`src/rtl/starter_status_pkg.sv`:
```
// How it works
// [RULE1] bit 0 is high while the motor is enabled, low otherwise
// [RULE2] bit 1 is high only when every command source grants general enable
// [RULE3] bit 2 is high while the jog function is active
// [RULE4] bit 3 is high only while initial tests run before a start
// [RULE5] bit 4 high for whole acceleration ramp, bit 7 for whole deceleration
// [RULE6] bit 5 is high while full voltage is applied to the motor
// [RULE7] bit 6 is high when the bypass contactor is closed
// [RULE8] bit 8 is low for local operation, high for remote operation
// [RULE9] bit 9 is high for the duration of a braking process
// [RULE10] bit 10 is high only while a rotation reversal is in progress
// [RULE11] bit 11 is low for forward rotation, high for reverse rotation
// [RULE12] bit 12 is high while the delay before a start is elapsing
// [RULE13] bit 13 is high while the delay after a stop is elapsing
// [RULE14] bit 14 is high while any alarm is present; codes readable apart
// [RULE15] bit 15 is high while a fault is present; code readable apart
// [RULE16] module state led is steady green in normal operation
// [RULE17] led is steady red on error and stays so until reinitialised
// [RULE18] led flashes green and red alternately during self-diagnosis
// [RULE19] node address is settable from 1 to 127, unique on the network
// [RULE20] bit rate is one of nine values from 10 kbit/s to 1 Mbit/s
// [RULE21] the status word is rebuilt every cycle and is read-only
package starter_status_pkg;

    // ------------------------------------------------------------
    // register map (byte addresses, one word each)
    // ------------------------------------------------------------
    localparam logic [3:0] addr_status = 4'h0;
    localparam logic [3:0] addr_alarm = 4'h4;
    localparam logic [3:0] addr_fault = 4'h8;
    localparam logic [3:0] addr_node = 4'hC;
    localparam int addr_width = 4;

    // ------------------------------------------------------------
    // status word bit positions
    // ------------------------------------------------------------
    localparam int bit_running = 0;
    localparam int bit_gen_enable = 1;
    localparam int bit_jog = 2;
    localparam int bit_init_test = 3;
    localparam int bit_ramp_up = 4;
    localparam int bit_full_volt = 5;
    localparam int bit_bypass = 6;
    localparam int bit_ramp_down = 7;
    localparam int bit_remote = 8;
    localparam int bit_braking = 9;
    localparam int bit_reversing = 10;
    localparam int bit_reverse = 11;
    localparam int bit_pre_start = 12;
    localparam int bit_post_stop = 13;
    localparam int bit_alarm = 14;
    localparam int bit_fault = 15;

    // ------------------------------------------------------------
    // node configuration register fields and reset values
    // ------------------------------------------------------------
    localparam int node_lsb = 0;
    localparam int node_msb = 6;
    localparam int rate_lsb = 8;
    localparam int rate_msb = 11;
    localparam logic [6:0] node_min = 7'h01;
    localparam logic [6:0] node_max = 7'h7F;
    localparam logic [6:0] node_reset = 7'h01;
    localparam logic [3:0] rate_reset = 4'h0;
    localparam logic [3:0] rate_last = 4'h8;

    // bit rate selection codes
    typedef enum logic [3:0] {
        rate_10k = 4'h0,
        rate_20k = 4'h1,
        rate_50k = 4'h2,
        rate_100k = 4'h3,
        rate_125k = 4'h4,
        rate_250k = 4'h5,
        rate_500k = 4'h6,
        rate_800k = 4'h7,
        rate_1m = 4'h8
    } bit_rate_t;

    // ------------------------------------------------------------
    // led encoding and timing
    // ------------------------------------------------------------
    localparam logic [1:0] led_off = 2'h0;
    localparam logic [1:0] led_green = 2'h1;
    localparam logic [1:0] led_red = 2'h2;
    localparam int clock_hz = 50_000_000;
    localparam int flash_ms = 250;
    localparam int flash_cycles = clock_hz / 1000 * flash_ms;

endpackage : starter_status_pkg

```
`src/rtl/led_flasher.sv`:
```
`timescale 1ns/1ps
`default_nettype none
// ------------------------------------------------------------
// toggles a phase bit every half_period cycles while run is high
// ------------------------------------------------------------
module led_flasher #(
    parameter int half_period = starter_status_pkg::flash_cycles
) (
    // clock and reset
    input wire logic clock,
    input wire logic rst,
    // control
    input wire logic run,
    // phase out
    output logic phase
);
    typedef struct packed {
        logic [31:0] count;
        logic phase;
    } flash_state_t;

    flash_state_t state;
    flash_state_t next_state;

    // restart from the green phase whenever flashing stops
    always_comb begin
        next_state = state;
        if (!run) begin
            next_state.count = 32'h0000_0000;
            next_state.phase = 1'b0;
        end else if (state.count >= 32'(half_period - 1)) begin
            next_state.count = 32'h0000_0000;
            next_state.phase = !state.phase;
        end else begin
            next_state.count = state.count + 32'h0000_0001;
        end
    end

    // state register
    always_ff @(posedge clock or posedge rst) begin
        if (rst) begin
            state <= '0;
        end else begin
            state <= next_state;
        end
    end

    assign phase = state.phase;
endmodule : led_flasher
`default_nettype wire

```
`src/rtl/starter_status_word_and_led.sv`:
```
// Decided for this implementation: the placing of the registers and the Avalon-MM interface to the registers.
`timescale 1ns/1ps
`default_nettype none
// ------------------------------------------------------------
// status word assembly, module led and node settings
// ------------------------------------------------------------
module starter_status_word_and_led #(
    parameter int source_count = 3,
    parameter int flash_half = starter_status_pkg::flash_cycles
) (
    // clock and reset
    input wire logic clock,
    input wire logic rst,
    // avalon-mm slave
    input wire logic [3:0] address,
    input wire logic read,
    input wire logic write,
    input wire logic [31:0] writedata,
    input wire logic [3:0] byteenable,
    output logic [31:0] readdata,
    output logic waitrequest,
    output logic [1:0] response,
    // drive state
    input wire logic motor_enabled,
    input wire logic [source_count-1:0] source_enable,
    input wire logic jog_active,
    input wire logic initial_test,
    input wire logic ramp_up,
    input wire logic full_voltage,
    input wire logic bypass_closed,
    input wire logic ramp_down,
    input wire logic remote_mode,
    input wire logic braking,
    input wire logic reversal_in_progress,
    input wire logic reverse_rotation,
    input wire logic pre_start_delay_flag,
    input wire logic post_stop_delay_flag,
    input wire logic [15:0] alarm_codes,
    input wire logic [15:0] fault_code,
    // module health
    input wire logic self_diagnosis,
    input wire logic module_error,
    // indicator and node settings
    output logic [1:0] module_state_led,
    output logic [6:0] node_address,
    output logic [3:0] bit_rate
);
    typedef struct packed {
        logic [15:0] status;
        logic [31:0] rdata;
        logic waiting;
        logic [1:0] resp;
        logic [1:0] led;
        logic error_latched;
        logic [6:0] node;
        logic [3:0] rate;
    } top_state_t;

    top_state_t state;
    top_state_t next_state;
    logic flash_phase;

    // clamp a requested node address into the legal range
    function automatic logic [6:0] clamp_node(input logic [6:0] value);
        if (value < starter_status_pkg::node_min) begin
            return starter_status_pkg::node_min;
        end
        return value;
    endfunction : clamp_node

    // only the nine listed rate codes are legal
    function automatic logic rate_legal(input logic [3:0] code);
        return code <= starter_status_pkg::rate_last;
    endfunction : rate_legal

    // ------------------------------------------------------------
    // flasher for the self-diagnosis indication
    // ------------------------------------------------------------
    led_flasher #(
        .half_period(flash_half)
    ) flasher (
        .clock(clock),
        .rst(rst),
        .run(self_diagnosis),
        .phase(flash_phase)
    );

    // ------------------------------------------------------------
    // next state
    // ------------------------------------------------------------
    always_comb begin
        next_state = state;

        // flags are sampled every cycle, no software path reaches them
        next_state.status = '0; // see [RULE21]
        next_state.status[starter_status_pkg::bit_running] =
            motor_enabled; // see [RULE1]
        // one withdrawing source is enough to drop general enable
        next_state.status[starter_status_pkg::bit_gen_enable] =
            &source_enable; // see [RULE2]
        next_state.status[starter_status_pkg::bit_jog] =
            jog_active; // see [RULE3]
        next_state.status[starter_status_pkg::bit_init_test] =
            initial_test; // see [RULE4]
        next_state.status[starter_status_pkg::bit_ramp_up] =
            ramp_up; // see [RULE5]
        next_state.status[starter_status_pkg::bit_ramp_down] =
            ramp_down; // see [RULE5]
        next_state.status[starter_status_pkg::bit_full_volt] =
            full_voltage; // see [RULE6]
        next_state.status[starter_status_pkg::bit_bypass] =
            bypass_closed; // see [RULE7]
        next_state.status[starter_status_pkg::bit_remote] =
            remote_mode; // see [RULE8]
        next_state.status[starter_status_pkg::bit_braking] =
            braking; // see [RULE9]
        next_state.status[starter_status_pkg::bit_reversing] =
            reversal_in_progress; // see [RULE10]
        next_state.status[starter_status_pkg::bit_reverse] =
            reverse_rotation; // see [RULE11]
        next_state.status[starter_status_pkg::bit_pre_start] =
            pre_start_delay_flag; // see [RULE12]
        next_state.status[starter_status_pkg::bit_post_stop] =
            post_stop_delay_flag; // see [RULE13]
        next_state.status[starter_status_pkg::bit_alarm] =
            |alarm_codes; // see [RULE14]
        next_state.status[starter_status_pkg::bit_fault] =
            |fault_code; // see [RULE15]

        // error is sticky: only a reset (reinitialisation) clears it
        if (module_error) begin
            next_state.error_latched = 1'b1; // see [RULE17]
        end

        // error outranks diagnosis, which outranks normal operation
        if (state.error_latched || module_error) begin
            next_state.led = starter_status_pkg::led_red; // see [RULE17]
        end else if (self_diagnosis) begin
            next_state.led = flash_phase ? starter_status_pkg::led_red
                : starter_status_pkg::led_green; // see [RULE18]
        end else begin
            next_state.led = starter_status_pkg::led_green; // see [RULE16]
        end

        // single-cycle answer: waitrequest drops the cycle after the request
        // and has a flop of its own, so no inverter sits behind the pin
        next_state.waiting = 1'b1;
        next_state.resp = 2'h0;
        next_state.rdata = 32'h0000_0000;
        if ((read || write) && state.waiting) begin
            next_state.waiting = 1'b0;
            if (read) begin
                unique case (address)
                    starter_status_pkg::addr_status: begin
                        // live word, so a read sees this cycle's flags
                        next_state.rdata = {16'h0000,
                            next_state.status}; // see [RULE21]
                    end
                    starter_status_pkg::addr_alarm: begin
                        next_state.rdata = {16'h0000,
                            alarm_codes}; // see [RULE14]
                    end
                    starter_status_pkg::addr_fault: begin
                        next_state.rdata = {16'h0000,
                            fault_code}; // see [RULE15]
                    end
                    starter_status_pkg::addr_node: begin
                        next_state.rdata = {20'h0_0000, state.rate,
                            1'b0, state.node};
                    end
                    default: begin
                        next_state.resp = 2'h3; // unmapped: decode error
                    end
                endcase
            end else begin
                unique case (address)
                    starter_status_pkg::addr_status,
                    starter_status_pkg::addr_alarm,
                    starter_status_pkg::addr_fault: begin
                        // read-only words: write accepted, no effect
                    end
                    starter_status_pkg::addr_node: begin
                        if (byteenable[0]) begin
                            next_state.node = clamp_node(writedata[
                                starter_status_pkg::node_msb:
                                starter_status_pkg::node_lsb]); // see [RULE19]
                        end
                        // an illegal rate code keeps the old setting
                        if (byteenable[1] && rate_legal(writedata[
                            starter_status_pkg::rate_msb:
                            starter_status_pkg::rate_lsb])) begin
                            next_state.rate = writedata[
                                starter_status_pkg::rate_msb:
                                starter_status_pkg::rate_lsb]; // see [RULE20]
                        end
                    end
                    default: begin
                        next_state.resp = 2'h3;
                    end
                endcase
            end
        end
    end

    // ------------------------------------------------------------
    // state register
    // ------------------------------------------------------------
    always_ff @(posedge clock or posedge rst) begin
        if (rst) begin
            state <= '0;
            state.waiting <= 1'b1;
            state.led <= starter_status_pkg::led_off;
            state.node <= starter_status_pkg::node_reset;
            state.rate <= starter_status_pkg::rate_reset;
        end else begin
            state <= next_state;
        end
    end

    // outputs straight from flip-flops
    assign readdata = state.rdata;
    assign waitrequest = state.waiting;
    assign response = state.resp;
    assign module_state_led = state.led;
    assign node_address = state.node;
    assign bit_rate = state.rate;
endmodule : starter_status_word_and_led
`default_nettype wire

```
`config.mk`:
```
export PLATFORM = sky130hd
export DESIGN_NAME = starter_status_word_and_led
export DESIGN_NICKNAME = d
export VERILOG_FILES = /design/src/rtl/starter_status_pkg.sv /design/src/rtl/led_flasher.sv /design/src/rtl/starter_status_word_and_led.sv
export SDC_FILE = /design/constraint.sdc
export NUM_CORES = 1
export LEC_CHECK = 0
export BUFFER_PORTS_ARGS = -buffer_cell sky130_fd_sc_hd__buf_2
export CORE_ASPECT_RATIO = 1.5
export CORE_MARGIN = 2
export CORE_UTILIZATION = 51
export DETAILED_ROUTE_END_ITERATION = 16
export MAX_ROUTING_LAYER = met4
export PLACE_DENSITY = 0.86
export SKIP_CTS_REPAIR_TIMING = 1
export SLEW_MARGIN = 20
export SYNTH_ARGS = -nofsm -noshare
export SYNTH_HDL_FRONTEND = slang
export SYNTH_SLANG_ARGS = --single-unit
export TNS_END_PERCENT = 50
```
`constraint.sdc`:
```
create_clock -name clock -period 3.2 [get_ports clock]
set_input_delay 0.32 -clock clock [delete_from_list [all_inputs] [get_ports clock]]
set_output_delay 0.32 -clock clock [all_outputs]
set_load 0.01 [all_outputs]
```
== Word-level counts from Yosys, hierarchy flattened ==
Index checks and enable logic that the tools add are counted.

* Register bits after elaboration: 82
* Bits of input ports: 94
* Output and inout port bits: 48
* Logic and storage cells: 47

* Add/sub/neg operators: 1
* Order comparisons: 3
* Eq/ne operators: 4
* Muxes and demuxes: 17
* Bitwise logic cells: 1
* Reductions and logical operators: 12

{| class="wikitable"
|+ Operators by type and width
! kind !! number
|-
| 16-bit one-hot mux with 4 select lines || 1
|-
| 33-bit 2-to-1 mux || 1
|-
| 32-bit by 1-bit adder with 32-bit output, second input constant || 1
|-
| 32-bit by 24-bit greater-or-equal comparator with 1-bit output, second input constant || 1
|-
| 32-bit 2-to-1 mux || 1
|-
| 16-bit OR reduction || 2
|-
| 19-bit 2-to-1 mux || 1
|-
| 16-bit 2-to-1 mux || 1
|-
| 7-bit 2-to-1 mux || 2
|-
| 4-bit == test, second input constant || 2
|-
| 2-bit 2-to-1 mux || 4
|-
| 4-bit AND reduction || 2
|-
| 7-bit by 1-bit less-than comparator with 1-bit output, second input constant || 1
|-
| 1-bit 2-to-1 mux || 6
|-
| 4-bit by 3-bit == test with 1-bit output, second input constant || 1
|-
| 4-bit <= comparator, second input constant || 1
|-
| 4-bit zero test || 1
|-
| 4-bit OR reduction || 1
|-
| 3-bit AND reduction || 1
|-
| 1-bit logical AND || 2
|-
| 1-bit logical OR || 2
|-
| 2-bit by 1-bit inequality test with 1-bit output, second input constant || 1
|-
| 1-bit zero test || 1
|-
| 1-bit NOT || 1
|}

== Depth between registers and ports, before layout ==
* Word-level depth: 7
* Depth in mapped cells: 7
* Depth with buffers taken out: 6

== Cells and area by module ==
Synthesis repeated with hierarchy kept, for this count alone.

* Cells, all modules: 315
* Area, all modules: 3392.0 um^2

{| class="wikitable"
|+ By module, submodules not included
! module !! times used !! cells an instance !! area each (um^2) !! sequential area each (um^2)
|-
| starter_status_word_and_led || 1 || 173 || 1864.3 || 803.3
|-
| led_flasher || 1 || 142 || 1527.7 || 825.8
|}

== Worst setup path before layout ==
OpenSTA, ideal clock, no wires.

* Path type: reg2reg
* Start: register flasher.state[1] in the netlist's numbering
* End: register flasher.state[19] in the netlist's numbering
* Setup time: 0.136 ns
* Data arrival time: 1.622 ns
* Data required time: 3.064 ns
* Slack: 1.443 ns
* Cell stages (with the launch flop): 7
* Path buffers: 0
* Clock period less this slack: 1.757 ns
* Cell sequence: dfrtp_1 -> ha_1 -> nand4_1 -> nor4_1 -> nand3_1 -> xor2_1 -> nor2_1

{| class="wikitable"
|+ RTL lines
! element !! line !! text
|-
| from (decl) || led_flasher.sv:22 || <nowiki>flash_state_t state;</nowiki>
|-
| from (signal assigned) || led_flasher.sv:44 || <nowiki>state <= next_state;</nowiki>
|}

==> metrics.yaml <==
outcome:
  outcome: "complete, no violations"
logic_synthesis:
  ys_async_sr_fraction_pct: 100
  syn_area_sq_um: 3280
  synth-edff-count: 0
  synth-seq-area-share_pct: 49.6
  yosysTopAreaCellShare_pct: 48.0
  yosys_warnings: 0
  synth_top_cell_by_area: "dfrtp_1"
  synth_ff_type: "dfrtp_1"
  synth.area.top_cells: "dfrtp_1, buf_4, a22oi_1"
  synth_seq_cells: 65
  syn_avg_cell_area_sq_um: 10.3
  synthCells: 318
  yosysUniqueCellTypes: 41
detailed_routing:
  initialDrtViolationCount: 209
  via_per_inst: 5.49
  vias: 2641
  antenna_left: 0
  drcViolationCount: 0
  routed_wl_um: 7430
  dr.pass1.iters: 5
  wl_per_cell_um: 15.4
floorplanning:
  io_pins: 142
  core_area_sq_um: 6170
  initial_core_util_pct: 53.2
  rows: 35
  die_h_um: 102
  die_area_sq_um: 7110
  die_x_um: 69.5
hold_path:
  hold_depth: 2
  hold_path_class: "input port to flop"
clocking:
  cts-root-buf: "clkbuf_8"
  numCtsBuffers: 9
  clock_latency_ps: 330
  clk_pin_slew_worst_paths_ps: 70
  htreeDepth: 3
  cts_tree: "done"
  clk_path_buf_depth: 2
  clock_sinks: 65
finish:
  area_growth_pct: 16.9
  n_antenna_cell: 0
  final_cell_area_sq_um: 3840
  drive_above_1_share_pct: 34.9
  num-nets-final: 499
critical_path:
  worstSetupEndpointType: "flop"
  worst_setup_path_start_kind: "flop"
  cp_data_required_time_ps: 3410
  worstPathArrival_ps: 2360
  ff2ff_path_depth: 6
  path_class: "flop to flop"
  cp_max_fo: 5
power_and_ir_drop:
  power.leakage_uw: 0.00183
  p_per_area_nw_per_um2: 449
  vdd_drop_max_v: 0.000241
sta:
  slew_headroom_pct: 36.2
  clock.fmax_ghz: 0.465
  period_minus_slack_ps: 2150
  slew_viol_final: 0
  fin_crit_sh_pct: 67.2
  rsz0062_at_grt: "false"
  setup_viol: 0
  clock-skew-final_ps: 5.35
  worst_slew_pin_slew_ps: 954
  setup_tns_ps: 0
  finalHoldViolCount: 0
grt:
  grt_max_degree: 25
  track_usage_pct: 22.6
  grt_antenna_before_repair: 0
  use_met1_pct: 23.5
  busiest_layer: "met2"
  met3_usage_pct: 4.04
  globalRouteMet2Util_pct: 40.5
  grt_pass1_wl_um: 11900
  grt_pass1_vias: 2575
  grt.overflow.total: 0
placed_design:
  place_area_sq_um: 3620
  hpwlAfterDp_um: 5930
  portBuffers: 102
  gp_congestion: 0.920
run:
  cap_violations: 0
-- cell usage in the layout (no fill, tap or decap), types with 3 or more instances in the layout --
cell type and count:
buf_2 102, dfrtp_1 63, nor2_1 38, conb_1 24, a22oi_1 21, nand2_1 17
nor4_1 12, a21oi_1 12, xnor2_1 12, clkbuf_8 12, nand3_1 10, xor2_1 9
nand4_1 7, mux2_2 7, a222oi_1 5, buf_4 5, nor3_1 4, a31oi_1 4
inv_1 4, and3_1 3, nor2_2 3, o21a_1 3, o32a_1 3
-- cell usage after synthesis (all sizes together) (2+ instances only) --
cell type	instances
and3	3
xor2	9
a222oi	5
dfstp	2
nor3	7
nand3	10
buf	51
dfrtp	63
nand2	17
o21a	3
and4	2
o21ai	2
nor4b	2
nor2	41
xnor2	12
inv	5
nand4	8
clkbuf	5
a31oi	4
nor4	13
mux2	7
a21o	2
o32a	3
a22oi	21
a21oi	12
-- cell families after synthesis --
family | count (synthesis) | synth area share, %
AOI/OAI and AO/OA | 53 | 11.5
xor gates and xnor gates | 21 | 5.60
adders and majority gates | 1 | 0.381
buffers and inverters | 61 | 12.7
DFF | 65 | 49.6
muxes | 7 | 2.40
other | 1 | 0.114
and+or+nand+nor | 109 | 17.7
-- report_power, final --
group | internal [uW] | total [uW] | leakage (uW) | switching (uW)
registers | 847 | 865 | 0.000865 | 17.3
logic | 68.6 | 159 | 0.000859 | 90.6
clock network | 415 | 698 | 0.000101 | 283
-- through the flow --
step	std cells	power (uW)	hold WS, ps	utilization, %	setup WS (ps)
floorplan	341	980	410	-	1260
global placement	466	1030	329	58.7	1150
detailed placement	466	1040	337	58.7	1080
CTS	480	1740	-26.1	62.0	1050
global route	481	1800	183	62.1	829
finish	481	1720	186	62.1	1050
-- registers in the layout, summed over array words and instances (netlist names) --
register	flops
state	1
node_address	7
flasher.phase	1
response	1
module_state_led	2
waitrequest	1
readdata	16
flasher.state	32
bit_rate	4
-- area by class of cell --
class                      instances  area (sq um)
timing repair buffer             108           558
clock buffer                      12           165
inverter                           5          18.8
tap                               74          92.6
clock inverter                     2          37.5
multi-input combinational        215          1340
sequential                        65          1630
fill                             491          2340
-- per-layer routing --
metal | vias to the layer above | part of all wire [%]
met2 | 139 | 52
met4 | 0 | 3.8
met3 | 20 | 6.3
met1 | 1242 | 38
li1 | 1240 | -
met5 | - | 0
-- final timing paths --
kind	startpoint	to	slack (ps)
hold reg to reg	state[11]	state[11]	460
max in group asynchronous	rst	node_address[0]	1990
hold / removal	write	waitrequest	190
setup reg to reg	flasher.state[1]	flasher.state[19]	1050
setup / recovery	flasher.state[1]	flasher.state[19]	1050
min in group asynchronous	rst	readdata[12]	530
-- worst max-delay path, cell delays in order (launching register included) --
cell	delay, ps
dfrtp_1	400
ha_1	240
nand4_1	230
nor4_1	750
nand3_1	180
xor2_1	180
nor2_1	50
Note: power is estimated with default switching activity, not from simulation.
